`config.mk`:
```
export PLATFORM = sky130hd
export DESIGN_NAME = ses_status
export DESIGN_NICKNAME = d
export VERILOG_FILES = /design/src/rtl/ses_pkg.sv /design/src/rtl/ses_status.sv
export SDC_FILE = /design/constraint.sdc
export NUM_CORES = 1
export LEC_CHECK = 0
export BUFFER_PORTS_ARGS = -buffer_cell sky130_fd_sc_hd__buf_2
export CAP_MARGIN = 10
export CORE_ASPECT_RATIO = 0.6
export CORE_UTILIZATION = 35
export DETAILED_ROUTE_END_ITERATION = 12
export GPL_TIMING_DRIVEN = 0
export HOLD_SLACK_MARGIN = 0.03
export SLEW_MARGIN = 20
export SYNTH_ARGS = -nofsm -noshare
export SYNTH_HDL_FRONTEND = slang
export SYNTH_SLANG_ARGS = --single-unit
```
`constraint.sdc`:
```
create_clock -name clk -period 4.9 [get_ports clk]
set_clock_uncertainty 0.2 [all_clocks]
set_input_delay 0.98 -clock clk [delete_from_list [all_inputs] [get_ports clk]]
set_output_delay 0.98 -clock clk [all_outputs]
set_load 0.02 [all_outputs]
```
`src/rtl/ses_pkg.sv`:
```
// Package: constants for the standard event status reporting block
package ses_pkg;
    localparam int unsigned SES_REG_W     = 16;
    localparam int unsigned SES_EVT_W     = 8;
    // Event bit positions in the event status register
    localparam int unsigned SES_BIT_OPC   = 0;
    localparam int unsigned SES_BIT_QYE   = 2;
    localparam int unsigned SES_BIT_DDE   = 3;
    localparam int unsigned SES_BIT_EXE   = 4;
    localparam int unsigned SES_BIT_CME   = 5;
    localparam int unsigned SES_BIT_URQ   = 6;
    localparam int unsigned SES_BIT_PON   = 7;
    // Bits that may ever be set or enabled
    localparam logic [15:0] SES_USED_MASK = 16'h00fd;
    // Summary bit position in the status byte
    localparam int unsigned SES_STB_ESB   = 5;
    // Reset values
    localparam logic [15:0] SES_ESR_RST   = 16'h0000;
    localparam logic [15:0] SES_ESE_RST   = 16'h0000;
    localparam logic [7:0]  SES_SRE_RST   = 8'h00;
    // Reply for the operation complete query: ASCII "1"
    localparam logic [7:0]  SES_ASCII_ONE = 8'h31;
    // Default option code, 0 means none fitted
    localparam logic [7:0]  SES_OPT_NONE  = 8'h00;

    // Decoded common commands
    typedef enum logic [3:0] {
        SES_CMD_NONE = 4'h0,
        SES_CMD_CLS  = 4'h1,
        SES_CMD_ESE  = 4'h2,
        SES_CMD_ESEQ = 4'h3,
        SES_CMD_ESRQ = 4'h4,
        SES_CMD_OPC  = 4'h5,
        SES_CMD_OPCQ = 4'h6,
        SES_CMD_OPTQ = 4'h7,
        SES_CMD_SRE  = 4'h8,
        SES_CMD_SREQ = 4'h9,
        SES_CMD_STBQ = 4'ha,
        SES_CMD_WAI  = 4'hb
    } ses_cmd_t;

    // Operation complete tracker states
    typedef enum logic [1:0] {
        SES_TRK_IDLE = 2'b01,
        SES_TRK_ACT  = 2'b10
    } ses_trk_t;
endpackage

```
`src/rtl/ses_status.sv`:
```
// Standard event status register, enable mask, trackers and status byte
// Summary of operation
// - Clear-status zeroes all event registers and empties the error queue.
// - Clear-status returns both operation-complete trackers to idle.
// - Enable command loads its value into the event enable mask.
// - Bit n weighs 2^n; host sends the sum of wanted weights.
// - Event enable mask is zero after power-up.
// - Summary bit sets only from an event whose enable bit is one.
// - Event status query returns the register, then clears it.
// - Event status register is zero in reset and after clear-status; bit 7 sets at the first clock after reset.
// - Bit 0 sets once pending operations finish; tied to completion tracking.
// - Bit 1 and bits 8 to 15 never set; always read zero.
// - Bit 2 sets when the host reads an empty output queue.
// - Bit 3 sets on an internal device-dependent failure.
// - Bit 4 sets on an execution error of an accepted command.
// - Bit 5 sets on a command error, unless its message is already being ignored.
// - Bit 6 sets when the front-panel local key is pressed.
// - Bit 7 sets after power restored since the last read; read clears it.
// - Operation-complete command sets bit 0 only after all pending work ends.
// - Operation-complete query queues ASCII 1 after pending operations finish.
// - Service request enable command loads mask; its query returns it.
// - Status byte query returns the status byte with the summary bit.
// - Wait-to-continue holds later commands until earlier ones complete.
// - Commands run in order; after an invalid one the rest of its message is ignored.
`timescale 1ns/1ps
`default_nettype none
module ses_status
    import ses_pkg::*;
#(
    parameter logic [7:0] OPTION_CODE = ses_pkg::SES_OPT_NONE
) (
    // Clock and reset
    input  wire logic              clk,
    input  wire logic              rst,
    // Decoded command from the parser
    input  wire logic              cmd_valid,
    input  wire ses_pkg::ses_cmd_t cmd_code,
    input  wire logic [7:0]        cmd_arg,
    input  wire logic              msg_end,
    output logic                   cmd_ready,
    // Error and event sources
    input  wire logic              cmd_error,
    input  wire logic              exec_error,
    input  wire logic              dev_error,
    input  wire logic              empty_read,
    input  wire logic              local_key,
    input  wire logic              ops_pending,
    // Status byte sources from other registers
    input  wire logic [7:0]        stb_other,
    // Response to the output queue
    output logic                   resp_valid,
    output logic [7:0]             resp_data,
    // Clear pulse for other event registers and error queue
    output logic                   clear_all,
    // Register views
    output logic [15:0]            esr_out,
    output logic [15:0]            ese_out,
    output logic [7:0]             stb_out
);
    import ses_pkg::*;

    logic [15:0] esr_reg, esr_next;
    logic [15:0] ese_reg;
    logic [7:0]  sre_reg;
    logic        pon_seen_reg;
    logic        skip_reg;
    logic        wait_reg;
    ses_trk_t    opc_trk_reg;
    ses_trk_t    opq_trk_reg;
    logic        resp_valid_reg;
    logic [7:0]  resp_data_reg;
    logic        clear_reg;
    logic [7:0]  stb_reg;
    logic        cmd_ready_reg;
    ses_trk_t    opc_trk_next;
    ses_trk_t    opq_trk_next;

    // Command accept: a bad command drops the rest of its message
    wire take     = cmd_valid && cmd_ready;
    wire run      = take && !skip_reg && !cmd_error;
    wire is_cls   = run && (cmd_code == SES_CMD_CLS);
    wire is_ese   = run && (cmd_code == SES_CMD_ESE);
    wire is_eseq  = run && (cmd_code == SES_CMD_ESEQ);
    wire is_esrq  = run && (cmd_code == SES_CMD_ESRQ);
    wire is_opc   = run && (cmd_code == SES_CMD_OPC);
    wire is_opcq  = run && (cmd_code == SES_CMD_OPCQ);
    wire is_optq  = run && (cmd_code == SES_CMD_OPTQ);
    wire is_sre   = run && (cmd_code == SES_CMD_SRE);
    wire is_sreq  = run && (cmd_code == SES_CMD_SREQ);
    wire is_stbq  = run && (cmd_code == SES_CMD_STBQ);
    wire is_wai   = run && (cmd_code == SES_CMD_WAI);
    wire cmd_err  = take && !skip_reg && cmd_error;

    // Completion both trackers can see this cycle; clear-status discards it
    wire opc_done = (opc_trk_reg == SES_TRK_ACT) && !ops_pending && !is_cls;
    wire opq_done = (opq_trk_reg == SES_TRK_ACT) && !ops_pending && !is_cls;
    wire opc_now  = is_opc && !ops_pending;

    // Wait hold lasts only while earlier work is still pending
    wire wait_next  = (is_wai || wait_reg) && ops_pending;
    // Hold later commands during a wait or a held completion query
    wire ready_next = !wait_next && (opq_trk_next == SES_TRK_IDLE);

    // New events this cycle
    logic [15:0] evt_set;
    always_comb begin
        evt_set = '0;
        evt_set[SES_BIT_OPC] = opc_done || opc_now;
        evt_set[SES_BIT_QYE] = empty_read;
        evt_set[SES_BIT_DDE] = dev_error;
        evt_set[SES_BIT_EXE] = exec_error;
        evt_set[SES_BIT_CME] = cmd_err;
        evt_set[SES_BIT_URQ] = local_key;
        evt_set[SES_BIT_PON] = pon_seen_reg;
        evt_set = evt_set & SES_USED_MASK;
    end

    // Read-clear and clear-status first; set wins over clear
    always_comb begin
        esr_next = esr_reg;
        if (is_cls) begin
            esr_next = SES_ESR_RST;
        end
        if (is_esrq) begin
            esr_next = SES_ESR_RST;
        end
        esr_next = esr_next | evt_set;
    end

    // Enable mask next value, so a new mask reaches the summary at once
    wire [15:0] ese_next = is_ese ? ({8'h00, cmd_arg} & SES_USED_MASK) : ese_reg;

    // Summary bit from masked events, rebuilt every cycle
    wire esb_next = |(esr_next & ese_next);
    logic [7:0] stb_next;
    always_comb begin
        stb_next = stb_other;
        stb_next[SES_STB_ESB] = esb_next;
    end

    // Response source selection
    wire [7:0] resp_next = is_eseq ? ese_reg[7:0] :
                           is_esrq ? esr_reg[7:0] :
                           is_sreq ? sre_reg :
                           is_stbq ? stb_reg :
                           is_optq ? OPTION_CODE :
                           SES_ASCII_ONE;
    // Direct queries answer at once, a held completion query when work ends
    wire resp_fire = is_eseq || is_esrq || is_sreq || is_stbq || is_optq ||
                     (is_opcq && !ops_pending) ||
                     opq_done;

    // Power-on flag is high only in the first cycle after reset
    always_ff @(posedge clk or posedge rst) begin
        if (rst) begin
            pon_seen_reg <= 1'b1;
        end else begin
            pon_seen_reg <= 1'b0;
        end
    end

    always_ff @(posedge clk or posedge rst) begin
        if (rst) begin
            esr_reg <= SES_ESR_RST;
        end else begin
            esr_reg <= esr_next;
        end
    end

    always_ff @(posedge clk or posedge rst) begin
        if (rst) begin
            ese_reg <= SES_ESE_RST;
        end else begin
            ese_reg <= ese_next;
        end
    end

    always_ff @(posedge clk or posedge rst) begin
        if (rst) begin
            sre_reg <= SES_SRE_RST;
        end else if (is_sre) begin
            sre_reg <= cmd_arg;
        end
    end

    // Operation complete trackers; clear-status forces both idle
    always_comb begin
        opc_trk_next = opc_trk_reg;
        unique case (opc_trk_reg)
            SES_TRK_IDLE: begin
                if (is_opc && ops_pending) begin
                    opc_trk_next = SES_TRK_ACT;
                end
            end
            SES_TRK_ACT: begin
                if (!ops_pending) begin
                    opc_trk_next = SES_TRK_IDLE;
                end
            end
        endcase
        if (is_cls) begin
            opc_trk_next = SES_TRK_IDLE;
        end
    end

    always_comb begin
        opq_trk_next = opq_trk_reg;
        unique case (opq_trk_reg)
            SES_TRK_IDLE: begin
                if (is_opcq && ops_pending) begin
                    opq_trk_next = SES_TRK_ACT;
                end
            end
            SES_TRK_ACT: begin
                if (!ops_pending) begin
                    opq_trk_next = SES_TRK_IDLE;
                end
            end
        endcase
        if (is_cls) begin
            opq_trk_next = SES_TRK_IDLE;
        end
    end

    always_ff @(posedge clk or posedge rst) begin
        if (rst) begin
            opc_trk_reg <= SES_TRK_IDLE;
        end else begin
            opc_trk_reg <= opc_trk_next;
        end
    end

    always_ff @(posedge clk or posedge rst) begin
        if (rst) begin
            opq_trk_reg <= SES_TRK_IDLE;
        end else begin
            opq_trk_reg <= opq_trk_next;
        end
    end

    // A bad command drops the rest of its message
    always_ff @(posedge clk or posedge rst) begin
        if (rst) begin
            skip_reg <= 1'b0;
        end else if (take && msg_end) begin
            skip_reg <= 1'b0;
        end else if (cmd_err) begin
            skip_reg <= 1'b1;
        end
    end

    // Wait flag never outlives the work it waits for
    always_ff @(posedge clk or posedge rst) begin
        if (rst) begin
            wait_reg <= 1'b0;
        end else begin
            wait_reg <= wait_next;
        end
    end

    // Response byte holds until the next reply
    always_ff @(posedge clk or posedge rst) begin
        if (rst) begin
            resp_valid_reg <= 1'b0;
            resp_data_reg  <= 8'h00;
        end else begin
            resp_valid_reg <= resp_fire;
            if (resp_fire) begin
                resp_data_reg <= resp_next;
            end
        end
    end

    // Clear pulse for the other event registers and error queue
    always_ff @(posedge clk or posedge rst) begin
        if (rst) begin
            clear_reg <= 1'b0;
        end else begin
            clear_reg <= is_cls;
        end
    end

    always_ff @(posedge clk or posedge rst) begin
        if (rst) begin
            stb_reg <= 8'h00;
        end else begin
            stb_reg <= stb_next;
        end
    end

    // Ready is a flop; it comes back one cycle after pending work ends
    always_ff @(posedge clk or posedge rst) begin
        if (rst) begin
            cmd_ready_reg <= 1'b1;
        end else begin
            cmd_ready_reg <= ready_next;
        end
    end

    assign cmd_ready  = cmd_ready_reg;
    assign resp_valid = resp_valid_reg;
    assign resp_data  = resp_data_reg;
    assign clear_all  = clear_reg;
    assign esr_out    = esr_reg;
    assign ese_out    = ese_reg;
    assign stb_out    = stb_reg;
endmodule // ses_status
`default_nettype wire
```
After elaboration in Yosys (flattened, before gate mapping)

Index checks and enable logic that the tools add are counted.
Widths: inputs -> output; s select.

$mul: 0
Shifts and indexed selects: 0
Eq/ne operators: 18
Divide/modulo/power cells: 0
Order comparisons: 0
Mux-type cells: 18
Reductions and logical operators: 42
Bitwise logic cells: 2
Add/sub/neg operators: 0

Operators with widths:

| operator           | number |
|---|---|
| $mux 16            | 3 |
| $mux 8             | 4 |
| $logic_and 1x1->1  | 26 |
| $and 16x16->16     | 1 |
| $eq 4x3->1 const B | 4 |
| $eq 4x4->1 const B | 4 |
| $or 16x8->16       | 1 |
| $reduce_or 16->1   | 1 |
| $mux 2             | 6 |
| $eq 4x2->1 const B | 2 |
| $logic_or 1x1->1   | 8 |
| $pmux 2 s2         | 2 |
| $eq 2x1->1 const B | 3 |
| $mux 6             | 1 |
| $ne 3x3->1 const B | 2 |
| $logic_not 1->1    | 5 |
| $eq 2x2->1 const B | 2 |
| $eq 4x1->1 const B | 1 |
| $mux 1             | 2 |
| $reduce_and 2->1   | 1 |
| $reduce_bool 2->1  | 1 |

Memories: 0
Bits in latches: 0
Memory bits (read-only): 0
Input port bits: 30
Output and inout port bits: 51
Register bits: 66
Bits in writable memories: 0

Depth between registers and ports, before layout

Depth after elaboration: 10
Mapped depth: 7
Gate-level depth less buffers: 5

Worst setup path after synthesis

Ideal clock, no wire load.

Path kind: input -> register
Start: input port cmd_code[2]
End: register stb_reg[5] (netlist: stb_out[5])
Stages: 6
Setup time: 0.143 ns
Slack: 2.269 ns
Arrival: 2.288 ns
Data required time: 4.557 ns
Path through: buf_2 nor4b_4 nand2_4 mux2_4 a222oi_1 o2111ai_1

Elaborated cells between the ends (all ways): 18

RTL lines:

| item                 | line              | text |
|---|---|---|
| start, declared      | ses_status.sv:37  | `input wire ses_pkg::ses_cmd_t cmd_code,` |
| $eq 4x2->1           | ses_status.sv:82  | `wire is_ese = run && (cmd_code == SES_CMD_ESE);` |
| $logic_and 1x1->1    | ses_status.sv:82  |  |
| $mux 16              | ses_status.sv:131 | `wire [15:0] ese_next = is_ese ? ({8'h00, cmd_arg} & SES_USED_MASK) : ese_reg;` |
| net ese_next[7]      | ses_status.sv:131 |  |
| $and 16x16->16       | ses_status.sv:134 | `wire esb_next = \|(esr_next & ese_next);` |
| $reduce_or 16->1     | ses_status.sv:134 |  |
| net esb_next         | ses_status.sv:134 |  |
| end signal, assigned | ses_status.sv:287 | `stb_reg <= stb_next;` |
| end, declared        | ses_status.sv:73  | `logic [7:0] stb_reg;` |

The timed path passes the listed nets, and every way through them passes these cells.
A chain may end at the register's enable or synchronous reset.

Final worst setup path

Start: input port cmd_error
End: register stb_reg[5] (netlist: stb_out[5])

Elaborated cells between the ends (all ways): 17

RTL lines:

| item                  | line              | text |
|---|---|---|
| start, declared       | ses_status.sv:42  | `input wire logic cmd_error,` |
| $logic_not 1->1 (*)   | ses_status.sv:80  | `wire run = take && !skip_reg && !cmd_error;` |
| $logic_and 1x1->1 (*) | ses_status.sv:80  |  |
| $logic_and 1x1->1     | ses_status.sv:81  | `wire is_cls = run && (cmd_code == SES_CMD_CLS);` |
| $mux 16               | ses_status.sv:121 | `if (is_cls) begin` |
| $mux 16 (*)           | ses_status.sv:124 | `if (is_esrq) begin` |
| $or 16x8->16 (*)      | ses_status.sv:127 | `esr_next = esr_next \| evt_set;` |
| net esr_next[7]       | ses_status.sv:62  | `logic [15:0] esr_reg, esr_next;` |
| $and 16x16->16 (*)    | ses_status.sv:134 |  |
| $reduce_or 16->1 (*)  | ses_status.sv:134 |  |
| net esb_next          | ses_status.sv:134 |  |

Mark *: on every way through the listed nets, which the timed path passes. The rest lies on a longest branch.

==> results.toml <==
[status]
outcome = "finished, final reports clean"

[logic_synthesis]
postSynthCellCount = 244
synth-main-ff-cell = "dfrtp_1"
synth_xor_area_frac = 0.00903
synth-simple-area-share = 0.143
synth_edf_count = 0
synth.yosys.seq_area_share = 0.569
syn_area_um2 = 2910
synth.avg_cell_area_um2 = 11.9
synth_seq_cells = 66
yosysUniqueCellTypes = 59
yosysWarnings = 0
synth_compound_area_frac = 0.176
async_flop_share = 1.00
synth_adder_area_share = 0
synth_top_family_by_area = "compound AO/OA/AOI/OAI gates"
synth_fp_nets = 274
synthMuxAreaShare = 0.0624

[cts]
hold_buffers = 0
cts_tree = "built"
h-tree-depth = 3
ctsResizeCount = 0
cts_buffers = 9
clock_sinks = 66
clk_pin_slew_ns = 0.05
ctsRootBufferMaster = "clkbuf_16"
cts_buffer_depth = 2
clk_latency_ns = 0.33
postCtsSetupBuffers = 0

[min_path]
min_path_type = "register to register"

[timing]
hold_viol = 0
relSlewSlack = 0.641
fin_crit_ns = 2.78
tightest_slew_ns = 0.539
max_freq_mhz = 359
finalMaxSlewViolations = 0
setup_violations = 0
rsz0062_at_grt = "false"
tns_ns = 0
period_share = 0.568

[power]
power_switching_uw = 351
p_leak_uw = 0.00189
pwr-share-seq = 0.420
peakVddDrop_mv = 0.162
combPwrFrac = 0.102
power_per_cell_area_nw_per_um2 = 380
clock_power_share = 0.478
p_int_uw = 1090
switching_share = 0.243
power.total_uw = 1440

[finish]
fin_nets = 364
area_growth_pct = 30.5
n_fill_cell = 773
register_area_um2 = 1660
layout_commonest_cell = "buf_2"
layout.cells.non_filler = 448
multi_input_comb_area_um2 = 1140
drive_above_1_share = 0.386
final_cell_mix = "buf_2, dfrtp_1, and2_1"

[die]
ios = 81
core_um2 = 7980
start_util = 0.365
floorplan.die_area_um2 = 8690
row_count = 25
fp.dieH_um = 72.6
die_w_um = 120

[grt]
grt_pass1_vias = 2161
grt_max_degree = 49
antenna_found_initial = 0
grt-ovfl-total = 0
grt_pass1_wl_um = 11400
grt_util_all_layers = 0.179

[setup_path]
endpoint_kind = "register"
cp-start-kind = "input pin"
crit_type = "input pin to register"
cp_data_required_time_ns = 4.89
path_max_fanout = 10
crit_path_cell_trace = "buf_2 -> and4bb_1 -> buf_4 -> nand3b_1 -> a21o_1 -> a222oi_1 -> o2111ai_1"
critPathArrivalTime_ns = 2.77
cp_top_family = "compound AO/OA/AOI/OAI gates"
cp_num_buf_inv = 2
crit_slowest_cell = "a222oi_1"
crit_path_max_incr_delay_ns = 0.47

[drt]
ant_nets = 0
vias = 2274
drt_iter0_markers = 124
wire_per_inst_um = 15.9
first_pass_iters = 4
viasPerCell = 5.08
route.detailed.drc = 0
wirelength_um = 7120

[placement]
gp_congestion = 0.803
place_hpwl_um = 5330
dp.cells = 431
io_buffers = 78

[flow_run]
drv_cap = 0
[synth_stat cells, types with 3 or more instances]
cell type	number	area share
dfrtp_1	62	0.53
and2_1	19	0.041
mux2_2	13	0.050
a22o_1	12	0.036
nor2_1	12	0.015
inv_1	10	0.013
o22ai_1	10	0.022
a21oi_1	9	0.015
nand2_1	9	0.012
a21o_1	6	0.015
buf_2	6	0.010
clkbuf_1	5	0.0065
dfstp_2	4	0.036
nor2b_1	4	0.0086
o21ai_0	4	0.0069
a221o_1	3	0.010
a22oi_1	3	0.0077
a31oi_1	3	0.0065
a32oi_1	3	0.0090
[worst register-to-register path: stages, from the launching register on]
cell       delay, ns
dfstp_2         0.56
and4bb_1        0.23
buf_4           0.20
nand3b_1        0.26
a21o_1          0.28
a222oi_1        0.47
o2111ai_1       0.17
[power by group through the flow]
| stage | clock network, µW | registers [µW] | logic [µW] |
|---|---|---|---|
| 6_report | 690 | 605 | 147 |
| 5_1_grt | 734 | 610 | 161 |
| 4_1_cts | 708 | 605 | 149 |
| 3_5_place_dp | 0 | 614 | 148 |
| 3_3_place_gp | 0 | 613 | 142 |
| 2_1_floorplan | 0 | 633 | 69.8 |
[layout make-up]
type / instances / area share
Antenna cell: 1 / 0.000659
Buffer: 14 / 0.0198
Clock buffer: 9 / 0.0593
Clock inverter: 7 / 0.0270
Inverter: 10 / 0.0106
Multi-Input combinational cell: 154 / 0.300
Sequential cell: 66 / 0.437
Tap cell: 108 / 0.0356
Timing Repair Buffer: 79 / 0.110
[through the flow]
step	hold slack [ns]	setup slack (ns)	instance area, µm²	utilization
finish	0.308	2.12	3790	0.476
detailed placement	0.292	1.69	3460	0.434
global placement	0.288	1.27	3430	0.431
floorplan	0.280	2.07	2910	-
CTS	0.311	2.06	3790	0.475
global route	0.328	1.94	3790	0.475
[cell families after synthesis]
family / count (synthesis)
AOI/OAI and AO/OA: 68
and+or+nand+nor: 66
DFF: 66
muxes: 16
buffers and inverters: 24
other: 1
xor gates and xnor gates: 3
[routing by layer]
metal | part of all wire | global-route usage | up-vias
met5 | 0 | 0 | -
met4 | 0.0091 | 0.0500 | 0
met3 | 0.069 | 0.0773 | 5
met2 | 0.39 | 0.232 | 70
met1 | 0.53 | 0.266 | 1113
li1 | - | - | 1086
[final timing paths]
check,start,to,slack [ns],depth (start not counted)
max reg2reg,cmd_ready$_DFF_PP1_,stb_out[5]$_DFF_PP0_,2.38,6
max in group asynchronous,rst,pon_seen_reg$_DFF_PP1_,3.55,3
min,sre_reg[3]$_DFFE_PP0P_,sre_reg[3]$_DFFE_PP0P_,0.31,1
min in group asynchronous,rst,esr_out[1]$_DFF_PP0_,0.39,2
min reg2reg,sre_reg[3]$_DFFE_PP0P_,sre_reg[3]$_DFFE_PP0P_,0.31,1
max,cmd_error,stb_out[5]$_DFF_PP0_,2.12,7
No activity file was read; power rests on OpenSTA's default activity.
